--- config.mk ---
export PLATFORM = sky130hd
export DESIGN_NAME = asc_ctrl
export DESIGN_NICKNAME = d
export VERILOG_FILES = /design/src/design/asc_pkg.sv /design/src/design/asc_tmr_if.sv /design/src/design/asc_timer.sv /design/src/design/asc_ctrl.sv
export VERILOG_INCLUDE_DIRS = /design/src /design/src/design
export SDC_FILE = /design/constraint.sdc
export NUM_CORES = 1
export LEC_CHECK = 0
export BUFFER_PORTS_ARGS = -buffer_cell sky130_fd_sc_hd__buf_2
export CELL_PAD_IN_SITES_DETAIL_PLACEMENT = 1
export CELL_PAD_IN_SITES_GLOBAL_PLACEMENT = 1
export CORE_MARGIN = 2
export CORE_UTILIZATION = 41
export DETAILED_ROUTE_END_ITERATION = 8
export PLACE_DENSITY = 0.8
export SLEW_MARGIN = 40
export SYNTH_ARGS = -nofsm -noshare
export SYNTH_HDL_FRONTEND = slang
export SYNTH_SLANG_ARGS = --single-unit
export TNS_END_PERCENT = 10
--- constraint.sdc ---
create_clock -name clk_sys -period 3.6 [get_ports clk_sys]
set_clock_uncertainty 0.2 [all_clocks]
set_input_delay 0.72 -clock clk_sys [delete_from_list [all_inputs] [get_ports clk_sys]]
set_output_delay 0.72 -clock clk_sys [all_outputs]
set_load 0.05 [all_outputs]
--- src/design/asc_params.svh ---
// Timing and field constants for the asynchronous SRAM controller
`ifndef ASC_PARAMS_SVH
`define ASC_PARAMS_SVH
`define ASC_CLK_NS        8
`define ASC_ADDR_W        20
`define ASC_DATA_W        16
`define ASC_CNT_W         20
`define ASC_ADDR_LSB_BIT  15
`define ASC_T_CW_NS       70
`define ASC_T_RC_NS       85
`define ASC_T_HZ_NS       30
`define ASC_SYNC_STAGES   3
`define ASC_T_REC_MS      5
`define ASC_NS_PER_MS     1000000
`define ASC_LANES_OFF     2'h3
`define ASC_LANES_BOTH    2'h0
`endif

--- src/design/asc_pkg.sv ---
// Types shared by the asynchronous SRAM controller modules
`default_nettype none
`include "asc_params.svh"
package asc_pkg;
   typedef enum logic [2:0] {
      ST_IDLE, ST_WSETUP, ST_WPULSE, ST_WEND, ST_READ, ST_TURN, ST_SLEEP, ST_WAIT
   } asc_state_type;

   typedef struct packed {
      asc_state_type            state;
      logic                     selectOneN;
      logic                     selectTwo;
      logic                     writeEnN;
      logic                     outEnN;
      logic                     byteModeN;
      logic [1:0]               lanesN;
      logic [`ASC_ADDR_W-1:0]   wordAddress;
      logic [`ASC_DATA_W-1:0]   dataOut;
      logic [`ASC_DATA_W-1:0]   dataOe;
      logic [`ASC_DATA_W-1:0]   sync1;
      logic [`ASC_DATA_W-1:0]   sync2;
      logic [`ASC_DATA_W-1:0]   respData;
      logic                     respValid;
   } asc_ctrl_type;

   typedef struct packed {
      logic [`ASC_CNT_W-1:0] cnt;
   } asc_tmr_type;
endpackage
`default_nettype wire

--- src/design/asc_tmr_if.sv ---
// Load and done handshake between controller and wait timer
`timescale 1ns/1ps
`default_nettype none
`include "asc_params.svh"
interface asc_tmr_if;
   logic                  load;
   logic [`ASC_CNT_W-1:0] count;
   logic                  done;
   modport ctrl (output load, output count, input done);
   modport tmr  (input load, input count, output done);
endinterface
`default_nettype wire

--- src/design/asc_timer.sv ---
// Down counter that times every controller wait
`timescale 1ns/1ps
`default_nettype none
`include "asc_params.svh"
module asc_timer
   import asc_pkg::*;
(
   // Clock and reset
   input  wire logic clk_sys,
   input  wire logic rst_b,
   // Controller side
   asc_tmr_if.tmr    tmr
);
   asc_tmr_type s_r;
   asc_tmr_type s_nxt;

   // ========================================
   // Count down
   always_comb begin
      s_nxt = s_r;
      if (tmr.load) begin
         s_nxt.cnt = tmr.count;
      end else if (s_r.cnt != '0) begin
         s_nxt.cnt = s_r.cnt - `ASC_CNT_W'(1);
      end
   end

   always_ff @(posedge clk_sys or negedge rst_b) begin
      if (!rst_b) begin
         s_r <= '0;
      end else begin
         s_r <= s_nxt;
      end
   end

   assign tmr.done = (s_r.cnt == '0);
endmodule
`default_nettype wire

--- src/design/asc_ctrl.sv ---
// Host controller that drives an asynchronous 1M x 16 static RAM
// How it works
// [RQ1] Memory holds 1048576 sixteen-bit words at a 20-bit word address.
// [RQ2] Memory needs no clock or refresh; pins alone define operations.
// [RQ3] Select one high, select two low, or both lanes high means standby.
// [RQ4] Reads drive only lanes selected low; output enable high floats all.
// [RQ5] Memory drives data only while output enable is low in a read.
// [RQ6] Byte mode uses bits 7..0, floats 14..8, bit 15 is lowest address.
// [RQ7] In byte mode the controller holds both lane selects low during accesses, high between them.
// [RQ8] A write needs both selects active, write enable and a lane low.
// [RQ9] Write starts at last asserting edge; overlap at least 55/60 ns.
// [RQ10] Write ends at first deasserting edge of any select or enable.
// [RQ11] Chip and lane selection precede end of write by 65/70 ns.
// [RQ12] Address valid at write start and 65 ns before end; cycle 70 ns.
// [RQ13] Address may change right after write ends; zero recovery.
// [RQ14] Write data valid 35/40 ns before end of write, zero hold.
// [RQ15] Memory floats within 25 ns of write enable, redrives after 5 ns.
// [RQ16] Read data within 70/85 ns of address or selects; cycle as long.
// [RQ17] Read data within 35/45 ns of output enable falling.
// [RQ18] Old read data stays valid 10 ns after an address change.
// [RQ19] Memory outputs turn off faster than they turn on.
// [RQ20] Select two low gates all inputs; others may float in retention.
// [RQ21] Retention by select one needs select two at a firm level.
// [RQ22] Retention may start at once; wait 5 ms after leaving it.
// [RQ23] Output enable stays high during writes the controller drives.
`timescale 1ns/1ps
`default_nettype none
`include "asc_params.svh"
module asc_ctrl
   import asc_pkg::*;
#(
   parameter int WAIT_CYCLES = (`ASC_T_REC_MS * `ASC_NS_PER_MS) / `ASC_CLK_NS
)
(
   // Clock and reset
   input  wire logic                   clk_sys,
   input  wire logic                   rst_b,
   // User request
   input  wire logic                   reqValid,
   output logic                        reqReady,
   input  wire logic                   reqWrite,
   input  wire logic [`ASC_ADDR_W-1:0] reqAddr,
   input  wire logic                   reqAddrLsb,
   input  wire logic [1:0]             reqLanes,
   input  wire logic                   reqByteMode,
   input  wire logic [`ASC_DATA_W-1:0] reqWdata,
   input  wire logic                   sleepReq,
   // User answer
   output logic [`ASC_DATA_W-1:0]      respData,
   output logic                        respValid,
   output logic                        asleep,
   // Memory pins
   output logic                        select_one_n,
   output logic                        select_two,
   output logic                        writeEnN,
   output logic                        outEnN,
   output logic                        byteModeN,
   output logic                        lower_lane_select_n,
   output logic                        upper_lane_select_n,
   output logic [`ASC_ADDR_W-1:0]      word_address,
   output logic [`ASC_DATA_W-1:0]      data_pins_out,
   output logic [`ASC_DATA_W-1:0]      data_pins_oe,
   input  wire logic [`ASC_DATA_W-1:0] data_pins_in
);
   // ========================================
   // Cycle counts, least times rounded up
   localparam int WrCycles = (`ASC_T_CW_NS + `ASC_CLK_NS - 1) / `ASC_CLK_NS;
   localparam int RdCycles = (`ASC_T_RC_NS + `ASC_CLK_NS - 1) / `ASC_CLK_NS + `ASC_SYNC_STAGES;
   localparam int HzCycles = (`ASC_T_HZ_NS + `ASC_CLK_NS - 1) / `ASC_CLK_NS;

   asc_ctrl_type s_r;
   asc_ctrl_type s_nxt;
   asc_tmr_if    tmrIf ();

   asc_timer u_timer (
      .clk_sys (clk_sys),
      .rst_b   (rst_b),
      .tmr     (tmrIf.tmr)
   );

   function automatic logic [`ASC_DATA_W-1:0] laneMask(input logic byteN, input logic [1:0] lanesN);
      logic [`ASC_DATA_W-1:0] m;
      m = {{8{~lanesN[1]}}, {8{~lanesN[0]}}};
      if (!byteN) begin
         m = {1'b1, 7'h00, 8'hFF};
      end
      return m;
   endfunction

   function automatic logic [`ASC_CNT_W-1:0] waitOf(input int cycles);
      return `ASC_CNT_W'(cycles - 1);
   endfunction

   // ========================================
   // Sequencer
   always_comb begin
      s_nxt           = s_r;
      s_nxt.sync1     = data_pins_in;
      s_nxt.sync2     = s_r.sync1;
      s_nxt.respValid = 1'b0;
      tmrIf.load      = 1'b0;
      tmrIf.count     = '0;
      case (s_r.state)
         ST_IDLE: begin
            if (sleepReq) begin
               s_nxt.selectTwo = 1'b0; // RQ20 RQ22
               s_nxt.state     = ST_SLEEP;
            end else if (reqValid && (reqByteMode == s_r.byteModeN)) begin
               // Mode change settles before any access
               s_nxt.byteModeN = ~reqByteMode;
               tmrIf.load      = 1'b1;
               tmrIf.count     = waitOf(WAIT_CYCLES);
               s_nxt.state     = ST_WAIT;
            end else if (reqValid) begin
               s_nxt.wordAddress = reqAddr; // RQ1 RQ12
               s_nxt.selectOneN  = 1'b0;
               s_nxt.lanesN      = reqByteMode ? `ASC_LANES_BOTH : ~reqLanes; // RQ7
               s_nxt.dataOut     = reqWdata;
               s_nxt.dataOe      = '0;
               if (reqByteMode) begin
                  s_nxt.dataOut[`ASC_ADDR_LSB_BIT] = reqAddrLsb; // RQ6
                  s_nxt.dataOe[`ASC_ADDR_LSB_BIT]  = 1'b1;
               end
               if (reqWrite) begin
                  s_nxt.state = ST_WSETUP;
               end else begin
                  s_nxt.outEnN = 1'b0; // RQ4 RQ5
                  tmrIf.load   = 1'b1;
                  tmrIf.count  = waitOf(RdCycles); // RQ16 RQ17
                  s_nxt.state  = ST_READ;
               end
            end
         end
         ST_WSETUP: begin
            // Memory never drove: output enable has been high all along
            s_nxt.writeEnN = 1'b0; // RQ8 RQ9 RQ23
            s_nxt.dataOe   = laneMask(s_r.byteModeN, s_r.lanesN); // RQ14
            tmrIf.load     = 1'b1;
            tmrIf.count    = waitOf(WrCycles); // RQ9 RQ11 RQ12
            s_nxt.state    = ST_WPULSE;
         end
         ST_WPULSE: begin
            if (tmrIf.done) begin
               s_nxt.writeEnN = 1'b1; // RQ10
               s_nxt.state    = ST_WEND;
            end
         end
         ST_WEND: begin
            // Data and address held one cycle past the end of write
            s_nxt.selectOneN = 1'b1; // RQ13 RQ14
            s_nxt.lanesN     = `ASC_LANES_OFF;
            s_nxt.dataOe     = '0;
            s_nxt.state      = ST_IDLE;
         end
         ST_READ: begin
            if (tmrIf.done) begin
               s_nxt.respData   = s_r.sync2 & laneMask(s_r.byteModeN, s_r.lanesN)
                                  & {!s_r.byteModeN ? 1'b0 : 1'b1, 15'h7FFF}; // RQ4 RQ18
               s_nxt.respValid  = 1'b1;
               s_nxt.outEnN     = 1'b1;
               s_nxt.selectOneN = 1'b1; // RQ3
               s_nxt.lanesN     = `ASC_LANES_OFF;
               s_nxt.dataOe     = '0;
               tmrIf.load       = 1'b1;
               tmrIf.count      = waitOf(HzCycles); // RQ19
               s_nxt.state      = ST_TURN;
            end
         end
         ST_TURN: begin
            if (tmrIf.done) begin
               s_nxt.state = ST_IDLE;
            end
         end
         ST_SLEEP: begin
            if (!sleepReq) begin
               s_nxt.selectTwo = 1'b1;
               tmrIf.load      = 1'b1;
               tmrIf.count     = waitOf(WAIT_CYCLES); // RQ22
               s_nxt.state     = ST_WAIT;
            end
         end
         ST_WAIT: begin
            if (tmrIf.done) begin
               s_nxt.state = ST_IDLE;
            end
         end
         default: begin
            s_nxt.state = ST_IDLE;
         end
      endcase
   end

   // ========================================
   // State register
   always_ff @(posedge clk_sys or negedge rst_b) begin
      if (!rst_b) begin
         s_r            <= '0;
         s_r.state      <= ST_IDLE;
         s_r.selectOneN <= 1'b1;
         s_r.selectTwo  <= 1'b1;
         s_r.writeEnN   <= 1'b1;
         s_r.outEnN     <= 1'b1;
         s_r.byteModeN  <= 1'b1;
         s_r.lanesN     <= `ASC_LANES_OFF;
      end else begin
         s_r <= s_nxt;
      end
   end

   // Ready only when idle, awake and in the asked mode
   assign reqReady            = (s_r.state == ST_IDLE) && !sleepReq && (reqByteMode != s_r.byteModeN);
   assign respData            = s_r.respData;
   assign respValid           = s_r.respValid;
   assign asleep              = (s_r.state == ST_SLEEP);
   assign select_one_n        = s_r.selectOneN;
   assign select_two          = s_r.selectTwo; // RQ21
   assign writeEnN            = s_r.writeEnN;
   assign outEnN              = s_r.outEnN;
   assign byteModeN           = s_r.byteModeN;
   assign lower_lane_select_n = s_r.lanesN[0];
   assign upper_lane_select_n = s_r.lanesN[1];
   assign word_address        = s_r.wordAddress;
   assign data_pins_out       = s_r.dataOut;
   assign data_pins_oe        = s_r.dataOe;
endmodule
`default_nettype wire

# [Yosys cells after proc, flatten, opt, wreduce, memory -nomap -nowiden]
# Cells that the tools add are included.
[op_classes] n_addsub=1 n_reduce_logical=23 n_bitwise=8 n_mux=54 eq_ne=19
[ops] operator="$mux 54" count=2
[ops] operator="$mux 20" count=5
[ops] operator="$pmux 20 s4" count=1
[ops] operator="$mux 16" count=4
[ops] operator="$pmux 16 s4" count=1
[ops] operator="$mux 56" count=1
[ops] operator="$and 16x16->16" count=2
[ops] operator="$pmux 3 s7" count=1
[ops] operator="$logic_not 20->1" count=1
[ops] operator="$mux 1" count=20
[ops] operator="$reduce_bool 20->1" count=1
[ops] operator="$sub 20x1->20 const B" count=1
[ops] operator="$mux 3" count=6
[ops] operator="$mux 4" count=4
[ops] operator="$ne 2x2->1 const B" count=8
[ops] operator="$reduce_and 5->1" count=3
[ops] operator="$eq 3x3->1 const B" count=4
[ops] operator="$reduce_bool 2->1" count=4
[ops] operator="$eq 3x2->1 const B" count=2
[ops] operator="$mux 2" count=3
[ops] operator="$pmux 1 s2" count=3
[ops] operator="$pmux 2 s3" count=1
[ops] operator="$reduce_and 3->1" count=2
[ops] operator="$reduce_and 6->1" count=1
[ops] operator="other kinds (17)" count=24
[word_totals] wordCells=120 register_bits=131 in_bits=61

# [Depth between registers and ports, before layout]
# Gate-level depths: netlist of the first run.
[logic_depth] word_depth=6 mapped_depth=9 depth_no_buf=7

# [Hierarchy]
# Synthesis of the first run repeated with hierarchy kept, for this count alone.
[unflattened] hier_cells=482 area_unflattened_um2=5398.9
[by_module_without_submodules] module="asc_ctrl" seq_area_each_um2=2461.1 area_per_inst_um2=4214.0 cells_per_inst=355 instances=1
[by_module_without_submodules] module="asc_timer" seq_area_each_um2=500.5 area_per_inst_um2=1184.9 cells_per_inst=127 instances=1

# [Worst setup path before layout of the first run]
# Ideal clock, no wire load.
[synth_path] kind="in2out" startpoint="input reqByteMode" endpoint="output reqReady" setup_slack_ps=509 t_required_ps=2680 cell_stages=3 t_arrival_ps=2171 cell_sequence="clkbuf_1 -> xnor2_1 -> nor3_1"
[synth_between] elab_chain_cells=2
[synth_rtl] item="from (decl)" line_no="asc_ctrl.sv:45" rtl="input wire logic reqByteMode,"
[synth_rtl] item="$ne 1x1->1" line_no="asc_ctrl.sv:211" rtl="assign reqReady = (s_r.state == ST_IDLE) && !sleepReq && (reqByteMode != s_r.byteModeN);"
[synth_rtl] item="$logic_and 1x1->1" line_no="asc_ctrl.sv:211"
[synth_rtl] item="to (decl)" line_no="asc_ctrl.sv:40" rtl="output logic reqReady,"
# No other way between the ends.

# [Worst setup path after layout of the first run]
[layout_path] startpoint="register u_timer.s_r[7] (netlist bit)" endpoint="register s_r, in the netlist lower_lane_select_n"
[layout_between] elab_chain_cells=3
[layout_rtl] item="from (decl)" line_no="asc_timer.sv:14" rtl="asc_tmr_type s_r;"
[layout_rtl] item="from (signal assigned)" line_no="asc_timer.sv:32" rtl="s_r <= s_nxt;"
[layout_rtl] item="$logic_not 20->1" line_no="asc_timer.sv:36" rtl="assign tmr.done = (s_r.cnt == '0);"
[layout_rtl] item="$ne 2x2->1 (no source line)"
[layout_rtl] item="$reduce_and 5->1 (no source line)"
[layout_rtl] item="to (signal assigned)" line_no="asc_ctrl.sv:206" rtl="s_r <= s_nxt;"
[layout_rtl] item="to (decl)" line_no="asc_ctrl.sv:71" rtl="asc_ctrl_type s_r;"
# No other way between the ends.
# A chain may end at the register's enable or synchronous reset.

==> out/results.ini, run 1 <==
[status]
status = finished, final reports clean

[cells_and_area]
fin_util = 0.493
nNetsFinal = 606
area_delta_synth_final_pct = 18.1
drive_gt1_frac = 0.401
antenna_cells = 0
post-route-cell-area_um2 = 6180

[detailed_routing]
drc_errors = 0
drtIter0Drc = 198
routed_wirelength_mm = 12.4
wl_per_cell_um = 17.0
via_count = 3645
first_pass_iters = 4
ant_nets = 0
via_per_inst = 5.01

[critical_path]
slowest_delay_ns = 0.68
required_ns = 3.74
slowest_stage = or4b_1
crit_path_end_kind = register
crit_fanout = 22
critPathKind = register to register
crit_arrival_ns = 3.30
crit_path_cell_trace = or4_1 -> or4b_1 -> or3_4 -> a21oi_1 -> mux2_1
worstSetupStartpointType = register

[floorplanning]
die_area_um2 = 13700
ioPinCount = 139
rows = 41
start_util = 0.418
die-width_um = 117
coreArea_um2 = 12500
die_h_um = 117

[global_routing]
grt_pass1_vias = 3990
antenna_found_initial = 0
grt_max_degree = 60
grt_first_pass_wirelength_mm = 20.0
grt-ovfl-total = 0
grtUsageTotal = 0.194

[job]
max-cap-violations = 0

[clock_tree]
cts_hold_buffers = 0
cts_max_path_buffers = 2
clk_pin_slew_ns = 0.05
postCtsSetupRepairBufs = 0
ctsResizeCount = 0
cts_buffers = 17
cts_root_buf = clkbuf_16
clock-sinks = 118
cts_tree = done
htree_levels = 4
clkLatencyLatePin_ns = 0.42

[synth]
yosysWarnings = 0
synth.avg_cell_area_um2 = 11.2
synth_ff_type = dfrtp_1
ys_ff_latch = 118
synth_edf_count = 0
ys_seq_area_frac = 0.567
ys_async_sr_fraction = 1.00
netlist_area_um2 = 5230
synth_nets = 530
yosysUniqueCellTypes = 48
postSynthCellCount = 467

[timing]
final-hold-violation-count = 0
timing.final.crit_period_ns = 3.16
rsz0062_at_grt = no
slew_viol_final = 0
slew-limit-headroom = 0.482
fmax_mhz = 316
final.setup.tns_ns = 0
min_period_over_period = 0.879
finalSetupViolCount = 0
worst_slew_pin_slew_ns = 0.775

[power]
vdd_drop_max_uv = 393
power-per-cell-area_nw_per_um2 = 805
finalPower_w = 0.00497
leakage_nw = 3.13

[place]
dp_hpwl_mm = 8.67
place_area_um2 = 5600
io_buffers = 138
gp_congestion = 0.808

[worst_hold_path]
holdCritPathClass = input pin to async pin

==> through the flow <==
stage / setup WS (ns) / hold WS [ns] / instances
after detailed placement: 0.471 / 0.137 / 696
after CTS: 0.437 / 0.115 / 728
after global routing: 0.332 / 0.130 / 728
after floorplan: 0.509 / 0.131 / 467
after global placement: 0.550 / 0.133 / 696
final: 0.436 / 0.100 / 728
==> kinds of logic after synthesis <==
group                    after synthesis  synth area share
AND/OR/NAND/NOR                      136             0.123
adder cells (fa/ha/maj)                2           0.00479
AO/OA/AOI/OAI                         62            0.0759
flip-flops                           118             0.567
buffers and inverters                 94             0.119
multiplexers                          38            0.0816
XOR/XNOR                              17            0.0285
==> synth_stat cells (7+ instances only) <==
master    number  area share
o21ai_0       25       0.024
nand2_1       53       0.038
a21oi_1       10      0.0096
mux2_2        36       0.078
dfrtp_1      111        0.53
nor2_1        23       0.017
buf_4         69       0.099
nor3_1        12       0.011
clkbuf_1      13      0.0093
xor2_1        11       0.018
dfstp_2        7       0.035
nand3_1       22       0.021
==> cells in the final DEF (no fill, tap or decap), drive strengths merged, types with 5 or more instances in the layout <==
master	Yosys	layout
nand3	22	22
xor2	11	11
dfrtp	111	111
nand2	53	53
or3	6	6
inv	5	5
nor3	13	13
nor2	23	23
dfstp	7	7
a21oi	10	10
buf	76	146
o21ai	25	25
xnor2	6	6
mux2	37	37
clkbuf	13	24
clkinv	0	6
==> registers in the layout, summed over array words and instances (netlist names) <==
| name | cells |
|---|---|
| u_timer.s_r | 20 |
| select_two | 1 |
| select_one_n | 1 |
| upper_lane_select_n | 1 |
| respData | 16 |
| lower_lane_select_n | 1 |
| data_pins_out | 16 |
| s_nxt | 16 |
| s_r | 19 |
| respValid | 1 |
| word_address | 20 |
| writeEnN | 1 |
| outEnN | 1 |
| byteModeN | 1 |
| data_pins_oe | 3 |
==> path summary, 6_finish.rpt <==
check                          startpoint             endpoint  slack (ns)  cells past startpoint
max                        u_timer.s_r[7]  lower_lane_select_n        0.44                      5
min                                 rst_b      word_address[8]        0.10                      1
max reg2reg                u_timer.s_r[7]  lower_lane_select_n        0.44                      5
min reg2reg                     s_nxt[30]              s_r[30]        0.15                      0
max in group asynchronous           rst_b         select_one_n        2.35                      2
min in group clk_sys            s_nxt[30]              s_r[30]        0.15                      0
==> per-layer routing <==
| metal | vias up | part of all wire | track usage |
|---|---|---|---|
| met5 | - | 0 | 0 |
| met4 | 0 | 0.017 | 0.0729 |
| met3 | 22 | 0.067 | 0.0767 |
| met2 | 119 | 0.51 | 0.329 |
| met1 | 1822 | 0.40 | 0.222 |
| li1 | 1682 | - | - |
==> worst max-delay path: cells and delay by family, from the launching register on <==
kind / cells / cell delay, ns
flops: 1 / 0.39
mux: 1 / 0.34
compound gates: 1 / 0.23
simple gates: 3 / 1.91
==> power breakdown <==
part	total (W)	internal (W)	switching, W
logic	0.00155	0.000414	0.00114
clock network	0.00162	0.00103	0.000583
registers	0.00180	0.00159	0.000218
total	0.00497	0.00304	0.00194
==> area by class of cell <==
class                      instances  area, um^2
clock buffer                      24         502
clock inverter                     8        71.3
fill                            1408        6340
inverter                           5        18.8
multi-input combinational        255        1640
sequential                       118        2960
tap                              172         215
timing repair buffer             146         766
(Power assumes the default switching activity.)
==> run 2, diff against run 1 <==
- ABC_AREA: unset -> 1
- PLACE_DENSITY: 0.8 -> 0.82
- clock period: 3.6 -> 3.7 ns (I/O delays scaled with it)
==> out/results.ini, run 2 <==
[floorplanning]
die_area_um2 = 14400  ; +5.2%
die-width_um = 120  ; +2.5%
die_h_um = 120  ; +2.5%
ioPinCount = 139  ; unchanged
rows = 42  ; +2.4%
coreArea_um2 = 13200  ; +5.4%
start_util = 0.417  ; about the same

[critical_path]
crit_arrival_ns = 1.78  ; -1.52 ns
crit_path_end_kind = output port
crit_fanout = 6  ; -73%
critPathKind = register to output port
r2r_start = s_r[108]
slowest_stage = dfstp_2
critPathBufInv = 2  ; +2
path_delay_family = flip-flops
required_ns = 2.76  ; -0.98 ns
r2r_end = data_pins_out[15]
crit_path_cell_trace = nand2_1 -> nand2_1 -> inv_1 -> nor3_1 -> buf_2
crit_top_cell = nand2_1
worst_r2r_path_depth = 8  ; +3
path_depth = 5  ; unchanged
slowest_delay_ns = 0.60  ; -0.08 ns
rrSetupSlack_ns = 1.39  ; +0.95 ns
worstSetupStartpointType = register

[cells_and_area]
post-route-cell-area_um2 = 6490  ; +5.0%
layout_common_cells = nand2_1 (214), buf_2 (137), dfrtp_1 (111)
nNetsFinal = 767  ; +27%
antenna_cells = 0  ; unchanged
area_delta_synth_final_pct = 17.8
fin_util = 0.492  ; -0.00156
layout.cells.most_common = nand2_1
drive_gt1_frac = 0.287  ; -0.114

[power]
pwr-share-clk = 0.272  ; -0.053
finalPower_w = 0.00639  ; +28%
vdd_drop_max_uv = 519  ; +32%
power.share.switching = 0.456  ; +0.0662
power-per-cell-area_nw_per_um2 = 985  ; +22%
p_int_w = 0.00348  ; +15%
p_sw_w = 0.00291  ; +50%
seqPwrFrac = 0.304  ; -0.059
leakage_nw = 3.48  ; +11%
p_comb_frac = 0.424  ; +0.112

[synth]
yosysWarnings = 0  ; unchanged
ys_top_cells_by_area = dfrtp_1 (50%), nand2_1 (15%), buf_4 (10%)
synth_nets = 686  ; +29%
synth_ff_type = dfrtp_1
synth_top_cell_by_area = dfrtp_1
yosysTopAreaCellShare = 0.504  ; -0.0269
postSynthCellCount = 623  ; +33%
ys_seq_area_frac = 0.538  ; -0.0287
synth.avg_cell_area_um2 = 8.84  ; -21%
ys_async_sr_fraction = 1.00  ; unchanged
netlist_top_cells_count = nand2_1 (214), dfrtp_1 (111), buf_4 (74)
yosysMostFrequentCell = nand2_1
ys_ff_latch = 118  ; unchanged
synth_edf_count = 0  ; unchanged
netlist_area_um2 = 5510  ; +5.3%
yosysUniqueCellTypes = 33  ; -31%

[timing]
slew-limit-headroom = 0.555  ; +0.0721
timing.final.crit_period_ns = 2.72
fmax_mhz = 368
rsz0062_at_grt = no
slew_viol_final = 0  ; unchanged
worst_slew_pin_slew_ns = 0.668  ; -0.107 ns
holdWs_ns = 0.145  ; +0.0453 ns
finalSetupViolCount = 0  ; unchanged
min_period_over_period = 0.735
final.setup.tns_ns = 0  ; unchanged
final-hold-violation-count = 0  ; unchanged

[global_routing]
grt_pass1_vias = 4570  ; +15%
grt_first_pass_wirelength_mm = 23.0  ; +15%
grt-ovfl-total = 0  ; unchanged
grtUsageTotal = 0.209  ; +0.0149
antenna_found_initial = 0  ; unchanged
grt_max_degree = 50  ; -17%

[worst_hold_path]
holdCritPathClass = register to register
holdCritStartpoint = s_nxt[21]
min_to = s_r[21]
hold_path_depth = 0

[clock_tree]
clk_pin_slew_ns = 0.05  ; about the same
ctsResizeCount = 0  ; unchanged
cts_tree = done
cts_buffers = 17  ; unchanged
cts_max_path_buffers = 2  ; unchanged
htree_levels = 4  ; unchanged
clock-sinks = 118  ; unchanged
postCtsSetupRepairBufs = 0  ; unchanged
cts_hold_buffers = 0  ; unchanged
cts_root_buf = clkbuf_16
clkLatencyLatePin_ns = 0.41  ; about the same

[detailed_routing]
via_per_inst = 4.73  ; -5.5%
ant_nets = 0  ; unchanged
drc_errors = 0  ; unchanged
via_count = 4223  ; +16%
drtIter0Drc = 160  ; -19%
wl_per_cell_um = 15.7  ; -7.3%
first_pass_iters = 4  ; unchanged
routed_wirelength_mm = 14.1  ; +14%

[job]
max-cap-violations = 0  ; unchanged

[status]
status = finished, final reports clean

[place]
dp_hpwl_mm = 9.91  ; +14%
place_area_um2 = 5870  ; +4.8%
gp_congestion = 0.822  ; +1.8%
io_buffers = 138  ; unchanged

## run 2: cell count changes in the layout (fill, tap and decap cells not counted), moves of 5 or more
cell	previous run	this run
inv_1	5	30
or3_1	5	0
buf_4	8	3
nor2_1	23	64
o21ai_0	25	33
nor2_2	0	5
nand3_1	22	16
inv_2	0	5
mux2_2	36	0
nand2_1	53	214
nor3_1	12	5
## run 2: worst register-to-register path: stages, from the launching register on
cell     delay, ns
dfrtp_1       0.47
nor2_2        0.21
nand2_4       0.11
nor2_4        0.17
nand2_1       0.07
buf_4         0.25
inv_2         0.51
nor2_1        0.09
a31oi_1       0.15
## run 2: worst max path at each step
stage                start  slack, ns                 to
2_1_floorplan  reqByteMode       0.65           reqReady
3_5_place_dp      sleepReq       0.93  data_pins_out[15]
3_3_place_gp      sleepReq       0.99  data_pins_out[15]
6_report         byteModeN       0.98           reqReady
4_1_cts          byteModeN       0.95           reqReady
5_1_grt          byteModeN       0.87           reqReady
## run 2: power groups by stage
stage	registers [W]	logic [W]	clock network, W
finish	0.00194	0.00271	0.00173
global route	0.00200	0.00294	0.00182
CTS	0.00195	0.00274	0.00177
detailed placement	0.00195	0.00271	0
global placement	0.00193	0.00262	0
floorplan	0.00195	0.00237	0
## run 2: per-stage QoR
| step | std cells | setup slack (ns) |
|---|---|---|
| 2_1_floorplan | 623 | 0.650 |
| 3_3_place_gp | 861 | 0.993 |
| 3_5_place_dp | 861 | 0.926 |
| 4_1_cts | 893 | 0.952 |
| 5_1_grt | 893 | 0.874 |
| 6_report | 893 | 0.979 |
## run 2: cell families (layout without fill, tap and decap cells)
group | Yosys count | after routing | synth area share
XOR/XNOR | 15 | 15 | 0.0239
flip-flops | 118 | 118 | 0.538
buffers and inverters | 114 | 208 | 0.130
AO/OA/AOI/OAI | 48 | 48 | 0.0473
adder cells (fa/ha/maj) | 2 | 2 | 0.00454
AND/OR/NAND/NOR | 326 | 326 | 0.256
## run 2: cell type report
class	count	area (um^2)
clock buffer	24	472
clock inverter	8	146
fill	1608	6700
inverter	35	131
multi-input combinational	391	1830
sequential	118	2960
tap	176	220
timing repair buffer	141	728
## run 2: per-layer routing
layer	GRT usage	vias up	routed length [um]
met5	0	-	0
met4	0.0787	0	232
met3	0.0627	19	676
met2	0.365	104	7260
met1	0.241	2063	5900
li1	-	2037	-
